<file path="src/design/gpm_pkg.sv">
// Purpose: Shared constants for the port mapping and start-up pin block.
// Assumes: 50 MHz system clock, 32-bit classic Wishbone register bus.
// Notes:   Byte addresses are word aligned; the unlock key value is arbitrary.
package gpm_pkg;
   // ---------------------------------------------------------------
   // Clock and timing
   // ---------------------------------------------------------------
   localparam int GPM_CLK_MHZ = 50;            // System clock rate
   localparam int GPM_BOOT_TIME_US = 500;      // Boot code duration
   localparam int GPM_BOOT_START_US = 1;       // Boot start after power-up
   localparam int GPM_BOOT_CYCLES = GPM_BOOT_TIME_US * GPM_CLK_MHZ;
   localparam int GPM_START_CYCLES = GPM_BOOT_START_US * GPM_CLK_MHZ;
   // ---------------------------------------------------------------
   // Sizes
   // ---------------------------------------------------------------
   localparam int GPM_NPINS = 8;               // Pins in the port
   localparam int GPM_MAP_W = 3;               // Bits per mapping entry
   localparam int GPM_XIN_PIN = 6;             // Crystal input pin index
   localparam int GPM_CRYSTAL_OUTPUT_PIN_PIN = 7;            // Crystal output pin index
   // ---------------------------------------------------------------
   // Register byte addresses
   // ---------------------------------------------------------------
   localparam logic [7:0] GPM_A_PWD = 8'h00;   // Mapping password register
   localparam logic [7:0] GPM_A_STAT = 8'h04;  // Lock flag, boot busy
   localparam logic [7:0] GPM_A_MAP = 8'h08;   // Pin mapping registers
   localparam logic [7:0] GPM_A_OUT = 8'h0C;   // Output levels
   localparam logic [7:0] GPM_A_DIR = 8'h10;   // Direction, 1 = drive
   localparam logic [7:0] GPM_A_SEL = 8'h14;   // Pin function select
   localparam logic [7:0] GPM_A_IN = 8'h18;    // Pin levels, read only
   localparam logic [7:0] GPM_A_IFG = 8'h1C;   // Sticky edge flags, write 1 clears
   localparam logic [7:0] GPM_A_IE = 8'h20;    // Interrupt mask
   localparam logic [7:0] GPM_A_PWR = 8'h24;   // Deep shutdown control
   // ---------------------------------------------------------------
   // Fields and reset values
   // ---------------------------------------------------------------
   localparam logic [15:0] GPM_MAP_KEY = 16'h2D52; // Arbitrary unlock key
   localparam int GPM_STAT_LOCK_BIT = 0;
   localparam int GPM_STAT_BOOT_BIT = 1;
   localparam int GPM_PWR_SHUT_BIT = 0;
   localparam logic GPM_LOCK_RST = 1'b1;       // Locked out of reset
   localparam logic [31:0] GPM_ZERO = 32'h0000_0000;
endpackage : gpm_pkg

</file>
<file path="src/design/gpm_boot_timer.sv">
// Purpose: Boot window timer; pins float while it runs.
// Assumes: Restart is a synchronous level from the external reset pin.
// Notes:   Covers the start delay plus the boot code time.
`timescale 1ns/1ns
module gpm_boot_timer #(
   parameter int CYCLES = gpm_pkg::GPM_BOOT_CYCLES + gpm_pkg::GPM_START_CYCLES
) (
   // Clock, reset, enable
   input wire logic clk_i,
   input wire logic rst_i,
   input wire logic ce_i,
   // Control
   input wire logic restart_i,
   output logic busy_o
);
   import gpm_pkg::*;
   localparam int CW = $clog2(CYCLES + 1);
   typedef struct packed {
      logic [CW-1:0] cnt;   // Cycles left in the boot window
      logic busy;           // Boot window open
   } gpm_bt_t;
   gpm_bt_t s_r;
   gpm_bt_t s_nxt;

   // ---------------------------------------------------------------
   // Next state
   // ---------------------------------------------------------------
   always_comb begin
      s_nxt = s_r;
      if (restart_i) begin
         // An external reset mid-boot starts the window again
         s_nxt.cnt = CW'(CYCLES);
         s_nxt.busy = 1'b1;
      end else if (s_r.cnt != '0) begin
         s_nxt.cnt = s_r.cnt - CW'(1);
         s_nxt.busy = (s_r.cnt != CW'(1));
      end
   end

   // Every reset is a brownout reset, so boot always runs after it
   always_ff @(posedge clk_i) begin
      if (rst_i) begin
         s_r.cnt <= CW'(CYCLES);
         s_r.busy <= 1'b1;
      end else if (ce_i) begin
         s_r <= s_nxt;
      end
   end

   assign busy_o = s_r.busy;
endmodule : gpm_boot_timer

</file>
<file path="src/design/gpm_port.sv">
// Purpose: Port pins with password-locked mapping, boot float, wake logic.
// Assumes: Pin inputs are synchronous to clk_i; rst_i is the brownout reset.
// Notes:   Registers sit on a classic Wishbone slave with one wait state.
//
// The implementer's own choices: the register addresses and register access over Wishbone.
`timescale 1ns/1ns
module gpm_port #(
   parameter int NPINS = gpm_pkg::GPM_NPINS,
   parameter int BOOT_CYCLES = gpm_pkg::GPM_BOOT_CYCLES + gpm_pkg::GPM_START_CYCLES
) (
   // Clock, reset, enable
   input wire logic clk_i,
   input wire logic rst_i,
   input wire logic ce_i,
   // Wishbone slave
   input wire logic cyc_i,
   input wire logic stb_i,
   input wire logic we_i,
   input wire logic [7:0] adr_i,
   input wire logic [3:0] sel_i,
   input wire logic [31:0] dat_i,
   output logic [31:0] dat_o,
   output logic ack_o,
   // Pins and peripheral functions
   input wire logic [NPINS-1:0] gpio_i,
   output logic [NPINS-1:0] gpio_o,
   output logic [NPINS-1:0] gpio_oe_o,
   input wire logic [(1 << gpm_pkg::GPM_MAP_W)-1:0] periph_i,
   // System
   input wire logic ext_rst_i,
   input wire logic dbg_halt_i,
   output logic irq_o,
   output logic shutdown_o,
   output logic wake_o,
   output logic osc_en_o
);
   import gpm_pkg::*;
   localparam int MW = NPINS * GPM_MAP_W;

   // ---------------------------------------------------------------
   // State
   // ---------------------------------------------------------------
   typedef struct packed {
      logic ack;                 // Bus answer
      logic [31:0] rdat;         // Read data
      logic locked;              // Mapping lock flag
      logic [MW-1:0] map;        // Pin mapping registers
      logic [NPINS-1:0] pout;    // Output levels
      logic [NPINS-1:0] dir;     // Directions
      logic [NPINS-1:0] fsel;    // Function select
      logic [NPINS-1:0] prev;    // Last pin sample, edge detect
      logic [NPINS-1:0] ifg;     // Sticky edge flags
      logic [NPINS-1:0] ie;      // Interrupt mask
      logic [NPINS-1:0] pin_o;   // Registered pin level
      logic [NPINS-1:0] pin_oe;  // Registered pin enable
      logic shut;                // In deep shutdown
      logic wake;                // Wake pulse
      logic irq;                 // Interrupt level
      logic osc;                 // Oscillator enable
   } gpm_state_t;
   gpm_state_t s_r;
   gpm_state_t s_nxt;

   logic boot_busy;              // Boot window open
   logic [NPINS-1:0] fn_val;     // Mapped peripheral value per pin

   // Byte-lane merge for writes
   function automatic logic [31:0] gpm_merge(input logic [31:0] old,
                                             input logic [31:0] wd,
                                             input logic [3:0] be);
      logic [31:0] r;
      r = old;
      for (int b = 0; b < 4; b++) begin
         if (be[b]) begin
            r[8*b +: 8] = wd[8*b +: 8];
         end
      end
      return r;
   endfunction : gpm_merge

   // ---------------------------------------------------------------
   // Boot window timer
   // ---------------------------------------------------------------
   gpm_boot_timer #(.CYCLES(BOOT_CYCLES)) u_boot (
      .clk_i(clk_i),
      .rst_i(rst_i),
      .ce_i(ce_i),
      .restart_i(ext_rst_i),
      .busy_o(boot_busy)
   );

   // ---------------------------------------------------------------
   // Mapping selectors, one per pin
   // ---------------------------------------------------------------
   for (genvar i = 0; i < NPINS; i++) begin : g_map
      // Each pin picks one peripheral line by its mapping entry
      assign fn_val[i] = periph_i[s_r.map[i*GPM_MAP_W +: GPM_MAP_W]];
   end

   // ---------------------------------------------------------------
   // Next state
   // ---------------------------------------------------------------
   always_comb begin
      logic req;
      logic wr;
      logic [NPINS-1:0] ev;
      logic [NPINS-1:0] clr;
      req = 1'b0;
      wr = 1'b0;
      ev = '0;
      clr = '0;
      s_nxt = s_r;
      // One wait state; ack drops the cycle after it was given
      req = cyc_i && stb_i && !s_r.ack;
      wr = req && we_i;
      s_nxt.ack = req;
      s_nxt.rdat = GPM_ZERO;
      // Rising edges on the pins are the port events
      ev = gpio_i & ~s_r.prev;
      s_nxt.prev = gpio_i;
      if (wr) begin
         unique case (adr_i)
            GPM_A_PWD: begin
               // Key unlocks; any other value relocks
               if (sel_i[1:0] == 2'b11) begin
                  // Halting does not hold the flag set
                  s_nxt.locked = (dat_i[15:0] != GPM_MAP_KEY);
               end
            end
            GPM_A_MAP: begin
               // Locked mapping keeps its contents
               if (!s_r.locked) begin
                  s_nxt.map = MW'(gpm_merge(32'(s_r.map), dat_i, sel_i));
               end
            end
            GPM_A_OUT: s_nxt.pout = NPINS'(gpm_merge(32'(s_r.pout), dat_i, sel_i));
            GPM_A_DIR: s_nxt.dir = NPINS'(gpm_merge(32'(s_r.dir), dat_i, sel_i));
            GPM_A_SEL: s_nxt.fsel = NPINS'(gpm_merge(32'(s_r.fsel), dat_i, sel_i));
            GPM_A_IE: s_nxt.ie = NPINS'(gpm_merge(32'(s_r.ie), dat_i, sel_i));
            GPM_A_IFG: begin
               // Write one to clear
               if (sel_i[0]) begin
                  clr = NPINS'(dat_i);
               end
            end
            GPM_A_PWR: begin
               if (sel_i[0] && dat_i[GPM_PWR_SHUT_BIT]) begin
                  s_nxt.shut = 1'b1;
               end
            end
            default: begin
               // Unmapped or read-only: acked, no effect
            end
         endcase
      end else if (req) begin
         unique case (adr_i)
            GPM_A_PWD: s_nxt.rdat = GPM_ZERO;
            GPM_A_STAT: begin
               s_nxt.rdat[GPM_STAT_LOCK_BIT] = s_r.locked;
               s_nxt.rdat[GPM_STAT_BOOT_BIT] = boot_busy;
            end
            GPM_A_MAP: s_nxt.rdat = 32'(s_r.map);
            GPM_A_OUT: s_nxt.rdat = 32'(s_r.pout);
            GPM_A_DIR: s_nxt.rdat = 32'(s_r.dir);
            GPM_A_SEL: s_nxt.rdat = 32'(s_r.fsel);
            GPM_A_IN: s_nxt.rdat = 32'(gpio_i);
            GPM_A_IFG: s_nxt.rdat = 32'(s_r.ifg);
            GPM_A_IE: s_nxt.rdat = 32'(s_r.ie);
            GPM_A_PWR: s_nxt.rdat[GPM_PWR_SHUT_BIT] = s_r.shut;
            default: s_nxt.rdat = GPM_ZERO;
         endcase
      end
      // A new edge beats a clear in the same cycle
      s_nxt.ifg = (s_r.ifg & ~clr) | ev;
      // Pending flag wakes, so an edge near entry is held, not lost
      s_nxt.wake = 1'b0;
      if (s_r.shut && |(s_r.ifg & s_r.ie)) begin
         s_nxt.shut = 1'b0;
         s_nxt.wake = 1'b1;
      end
      s_nxt.irq = |(s_nxt.ifg & s_nxt.ie);
      // Pin drivers; the selected crystal input goes to the oscillator
      s_nxt.osc = s_nxt.fsel[GPM_XIN_PIN];
      for (int i = 0; i < NPINS; i++) begin
         s_nxt.pin_o[i] = s_nxt.fsel[i] ? fn_val[i] : s_nxt.pout[i];
         s_nxt.pin_oe[i] = s_nxt.dir[i];
      end
      // Crystal pins leave the port only by their own select bit
      if (s_nxt.fsel[GPM_XIN_PIN]) begin
         s_nxt.pin_oe[GPM_XIN_PIN] = 1'b0;
      end
      if (s_nxt.fsel[GPM_CRYSTAL_OUTPUT_PIN_PIN]) begin
         s_nxt.pin_oe[GPM_CRYSTAL_OUTPUT_PIN_PIN] = 1'b0;
      end
      // Nothing drives while boot runs, including a restarted boot
      if (boot_busy || ext_rst_i) begin
         s_nxt.pin_oe = '0;
      end
   end

   // ---------------------------------------------------------------
   // Registers
   // ---------------------------------------------------------------
   always_ff @(posedge clk_i) begin
      if (rst_i) begin
         s_r <= '0;
         s_r.locked <= GPM_LOCK_RST;
      end else if (ce_i) begin
         s_r <= s_nxt;
      end
   end

   assign dat_o = s_r.rdat;
   assign ack_o = s_r.ack;
   assign gpio_o = s_r.pin_o;
   assign gpio_oe_o = s_r.pin_oe;
   assign irq_o = s_r.irq;
   assign shutdown_o = s_r.shut;
   assign wake_o = s_r.wake;
   assign osc_en_o = s_r.osc;

   // ---------------------------------------------------------------
   // Lock, flag and enable checks
   // ---------------------------------------------------------------
   // Rising edges seen this cycle; only the checks below read it
   logic [NPINS-1:0] edge_seen;
   assign edge_seen = gpio_i & ~s_r.prev;
endmodule : gpm_port

</file>
<file path="config.mk">
export PLATFORM = sky130hd
export DESIGN_NAME = gpm_port
export DESIGN_NICKNAME = d
export VERILOG_FILES = /design/src/design/gpm_pkg.sv /design/src/design/gpm_boot_timer.sv /design/src/design/gpm_port.sv
export SDC_FILE = /design/constraint.sdc
export NUM_CORES = 1
export LEC_CHECK = 0
export BUFFER_PORTS_ARGS = -buffer_cell sky130_fd_sc_hd__buf_2
export CORE_MARGIN = 5
export CORE_UTILIZATION = 52
export DETAILED_ROUTE_END_ITERATION = 8
export PLACE_DENSITY = 0.77
export SLEW_MARGIN = 20
export SYNTH_ARGS = -nofsm -noshare
export SYNTH_HDL_FRONTEND = slang
export SYNTH_SLANG_ARGS = --single-unit
</file>
<file path="constraint.sdc">
create_clock -name clk_i -period 2.2 [get_ports clk_i]
set_clock_uncertainty 0.05 [all_clocks]
set_input_delay 0.11 -clock clk_i [delete_from_list [all_inputs] [get_ports clk_i]]
set_output_delay 0.11 -clock clk_i [all_outputs]
set_load 0.02 [all_outputs]
</file>
; After elaboration in Yosys (flattened, before gate mapping)
; Cells that the tools add are included.
; W data, S select, Z words.
[classes]
n_mux = 51
n_reduce_logical = 21
addsub = 1
bitwise_logic = 8
eq_ne = 12
order_cmp = 8
[op_table]
columns = cell, n
row1 = $pmux W22 S7, 1
row2 = $mux W8, 13
row3 = $mux W24, 3
row4 = $and A8 B8 Y8, 4
row5 = $eq A8 B5 Y1 const B, 4
row6 = $lt A3 B4 Y1 const B, 8
row7 = $mux W16, 2
row8 = $bmux W1 S3, 8
row9 = $mux W1, 21
row10 = $eq A8 B4 Y1 const B, 2
row11 = $eq A8 B6 Y1 const B, 2
row12 = $ne A16 B14 Y1 const B, 1
row13 = $not A8 Y8, 2
row14 = $reduce_or A8 Y1, 2
row15 = $ne A15 B1 Y1 const B, 1
row16 = $reduce_and A5 Y1, 3
row17 = $reduce_bool A15 Y1, 1
row18 = $sub A15 B1 Y15 const B, 1
row19 = $pmux W1 S9, 1
row20 = $eq A8 B3 Y1 const B, 1
row21 = $logic_not A8 Y1, 1
row22 = $or A8 B8 Y8, 1
row23 = $pmux W1 S8, 1
row24 = $reduce_and A4 Y1, 2
row25 = other kinds (8), 15
[totals]
elab_cells = 121
out_inout_bits = 53
inputBits = 68
ff_bits = 142

; Logic depth before layout (Yosys ltp)
[logic_depth]
word_depth = 9
mapped_depth = 9
ltp_nobuf = 7

; Cells and area by module
; Synthesis repeated with hierarchy kept, for this count alone.
[unflattened]
cells_unflattened = 816
area_unflattened_um2 = 7284.5
[by_module_without_submodules]
columns = module, n_inst, cells_per_inst, area_each_um2, seq_area_each_um2
row1 = gpm_port, 1, 724, 6451.2, 2342.2
row2 = gpm_boot_timer, 1, 92, 833.3, 320.3

; Worst setup path after synthesis
; Ideal clock, no wire load.
[synth_path]
kind = reg-to-reg
start = register s_r, in the netlist ack_o
end = register s_r, in the netlist gpio_oe_o[7]
synth_period_minus_slack_ns = 2.203
stages_incl_launch_ff = 8
setup_time_ns = 0.065
setup_slack_ns = -0.003
t_required_ns = 2.085
t_arrival_ns = 2.087
n_path_buf = 1
cell_sequence = dfxtp_1 > and3b_1 > clkbuf_1 > nand2_1 > nor3_4 > mux2_2 > o32a_1 > nor2_1
[synth_between]
elab_chain_cells = 6
[synth_lines]
columns = element, line_no
row1 = "start, declared", gpm_port.sv:61  ; gpm_state_t s_r;
row2 = "start signal, assigned", gpm_port.sv:209  ; s_r <= s_nxt;
row3 = $logic_not A1 Y1, gpm_port.sv:114  ; req = cyc_i && stb_i && !s_r.ack;
row4 = $logic_and A1 B1 Y1, gpm_port.sv:114
row5 = $logic_and A1 B1 Y1, gpm_port.sv:115  ; wr = req && we_i;
row6 = $mux W24, gpm_port.sv:121  ; if (wr) begin
row7 = $mux W1, gpm_port.sv:192  ; if (s_nxt.fsel[GPM_CRYSTAL_OUTPUT_PIN_PIN]) begin
row8 = $mux W8, gpm_port.sv:196  ; if (boot_busy || ext_rst_i) begin
; Every way passes these cells.
; A chain may end at the register's enable or synchronous reset.

; Final worst setup path
[layout_path]
start = register u_boot.s_r[6] (netlist name)
end = register u_boot.s_r[13] (netlist name)
[layout_between]
elab_chain_cells = 3
word_cells_on_any_way = 6
classes_between = add/sub (1) / mux (2) / reduce/logical (3)
[layout_lines]
columns = element, line_no
row1 = "start, declared", gpm_boot_timer.sv:22  ; gpm_bt_t s_r;
row2 = "start signal, assigned", gpm_boot_timer.sv:46  ; s_r <= s_nxt;
row3 = $sub A15 B1 Y15 / $reduce_bool A15 Y1 (equally long branches), "gpm_boot_timer.sv:35, gpm_boot_timer.sv:34"
row4 = $mux W16 / $reduce_bool A2 Y1 (equally long branches), --
row5 = $mux W16 / $reduce_and A2 Y1 (equally long branches), --
; Parallel ways exist; a longest one is shown, timed or not. The select of a mux whose other input is x is not followed.

==> results.py <==
metrics = {
    "route": {
        "wl_um": 21600,
        "dr.first_iter.drc_count": 704,
        "drc": 0,
        "via_count": 6777,
        "dr.pass1.iters": 5,
        "drtAntennaViolNets": 0,
        "vias_per_cell": 5.98,
        "wl_per_cell_um": 19.0,
    },
    "pwr": {
        "p_leak_uw": 0.00343,
        "ir_drop_mv": 0.728,
        "power.density_nw_per_um2": 682,
    },
    "logic_synthesis": {
        "yosysUniqueCellTypes": 74,
        "synth_most_common_cell": "dfxtp_1",
        "synth_warnings": 0,
        "netlist.area_leader.share_pct": 36.4,
        "ys_ff_latch": 133,
        "synthFlopType": "dfxtp_1",
        "syn_area_um2": 7310,
        "yosysSeqAreaShare_pct": 36.4,
        "syn_avg_cell_area_um2": 8.67,
        "yosys.area.top_type": "dfxtp_1",
        "async_flop_share_pct": 0,
        "netlist_instances": 844,
        "synth_edf_count": 0,
        "ys_top_cells_by_area": "dfxtp_1, mux2i_1, mux4_2",
        "netlist_top_cells_count": "dfxtp_1, nor2_1, nand2_1, mux2i_1, a21oi_1",
    },
    "run_status": {
        "status": "finished clean",
    },
    "global_routing": {
        "grt-ovfl-total": 0,
        "grt_pass1_vias": 6496,
        "antenna_found_initial": 0,
        "grt_start_max_net_pins": 47,
        "grtUsageTotal_pct": 26.5,
        "grt_pass1_wl_um": 34500,
    },
    "job": {
        "cap_violations": 0,
    },
    "worst_setup_path": {
        "r2r_end": "u_boot.s_r[13]",
        "path_max_fanout": 5,
        "crit_arrival_ns": 2.34,
        "reg2reg_setup_slack_ns": 0.11,
        "worst_r2r_path_depth": 6,
        "critPathKind": "flop to flop",
        "cp-end-kind": "flop",
        "r2r_start": "u_boot.s_r[6]",
        "setup.worst_path.end": "u_boot.s_r[13]",
        "cp-startpoint": "u_boot.s_r[6]",
        "worstSetupStartpointType": "flop",
        "cp.required_ns": 2.45,
    },
    "cts": {
        "insertion_delay_ns": 0.42,
        "clk_pin_slew_ns": 0.06,
        "cts_root_buf": "clkbuf_16",
        "cts_inserted_buffers": 17,
        "clock_path_buffers": 2,
        "cts_sinks": 133,
        "postCtsSetupRepairBufs": 0,
        "cts_tree": "yes",
        "htreeDepth": 4,
    },
    "timing": {
        "period_share_pct": 94.9,
        "worstMarginPinSlew_ns": 0.725,
        "hold_viol_final": 0,
        "rsz0062_at_grt": "no",
        "finalSetupViolations": 0,
        "setup-tns-final_ns": 0,
        "final-max-slew-violation-count": 0,
        "relSlewSlack_pct": 51.5,
        "fmax_ghz": 0.479,
        "period_needed_ns": 2.09,
    },
    "die": {
        "die_area_um2": 16500,
        "die_w_um": 129,
        "die_y_um": 129,
        "ios": 121,
        "rows": 43,
        "start_util_pct": 52.9,
        "core_um2": 13800,
    },
    "final_layout": {
        "nets": 1010,
        "area_growth_pct": 18.7,
        "drive_above_1_share_pct": 25.6,
        "fin_area_um2": 8680,
    },
    "placed_design": {
        "placed_area_um2": 7790,
        "gp_congestion": 0.923,
        "io_buffers": 102,
        "hpwl_um": 15100,
    },
    "min_path": {
        "hold_path.class": "primary input to flop",
    },
}
-- area by class of cell --
class | count | area, µm²
Multi-Input combinational cell | 596 | 4000
Tap cell | 180 | 225
Timing Repair Buffer | 165 | 1080
Inverter | 27 | 101
Sequential cell | 133 | 2660
Clock buffer | 23 | 488
Fill cell | 1138 | 5150
Antenna cell | 1 | 2.50
Clock inverter | 8 | 123
-- state kept, by name, summed over array words and instances, names as in the netlist --
register       count
ack_o              1
wake_o             1
u_boot.s_r        15
gpio_o             8
u_boot.busy_o      1
gpio_oe_o          8
shutdown_o         1
dat_o             24
s_r               73
irq_o              1
-- layer usage --
metal	global-route usage (%)	wire length (µm)
met3	5.60	1800
met5	0	0
met4	10.6	647
met2	42.3	10100
met1	35.3	9070
-- worst min-delay path by stage --
stage / start / end / slack, ns / cells after the start
2_1_floorplan: dat_i[8] / s_r[76] / 0.19 / 2
3_3_place_gp: dat_i[23] / s_r[91] / 0.31 / 3
3_5_place_dp: dat_i[17] / s_r[85] / 0.31 / 3
4_1_cts: dat_i[4] / s_r[48] / 0.0008 / 3
5_1_grt: dat_i[4] / s_r[48] / 0.03 / 3
6_report: dat_i[4] / s_r[48] / 0.02 / 3
-- power by group --
| part | internal, µW | total [µW] | switching, µW | leakage [µW] |
|---|---|---|---|---|
| registers | 2440 | 2470 | 28.5 | 0.00108 |
| logic | 201 | 510 | 309 | 0.00206 |
| clock network | 1890 | 2940 | 1050 | 0.000291 |
| total | 4530 | 5920 | 1380 | 0.00343 |
-- cell usage in the layout, fill, tap and decap left out, types with 21 or more instances in the layout --
cell	n
dfxtp_1	133
nor2_1	107
buf_2	101
nand2_1	92
mux2i_1	61
a21oi_1	51
buf_4	36
a22oi_1	32
inv_1	26
dlygate4sd3_1	26
nand3_1	21
-- what timing repair did --
item | 4_1_cts | 5_1_grt
gates resized for setup | 0 | 3
setup endpoints to repair | 0 | 3
hold buffers | 26 | 0
hold endpoints to repair | 27 | 0
-- metrics by stage --
step / hold WS [ns] / total power, µW / utilization, % / instances / setup WS, ns
after floorplan: 0.194 / 2800 / - / 851 / 0.0652
after global placement: 0.309 / 2970 / 56.3 / 1075 / 0.119
after detailed placement: 0.312 / 2980 / 56.3 / 1075 / 0.0861
after CTS: 0.000752 / 5920 / 62.6 / 1132 / 0.0760
after global routing: 0.0332 / 6100 / 62.7 / 1132 / 0.0359
final: 0.0239 / 5920 / 62.8 / 1133 / 0.113
-- cells by family after synthesis --
| group | synth area share, % |
|---|---|
| AOI/OAI and AO/OA | 16.3 |
| adders and majority gates | 0.342 |
| xor gates and xnor gates | 1.32 |
| other | 0.0513 |
| and+or+nand+nor | 21.3 |
| buffers and inverters | 9.46 |
| DFF | 36.4 |
| muxes | 14.8 |
-- worst max-delay path: stages (launching register included) --
cell	delay (ns)
dfxtp_1	0.34
or4_4	0.57
nor4b_4	0.26
or3b_1	0.43
nor3_2	0.14
xnor2_1	0.13
nor2_1	0.05
(Power assumes the default switching activity.)
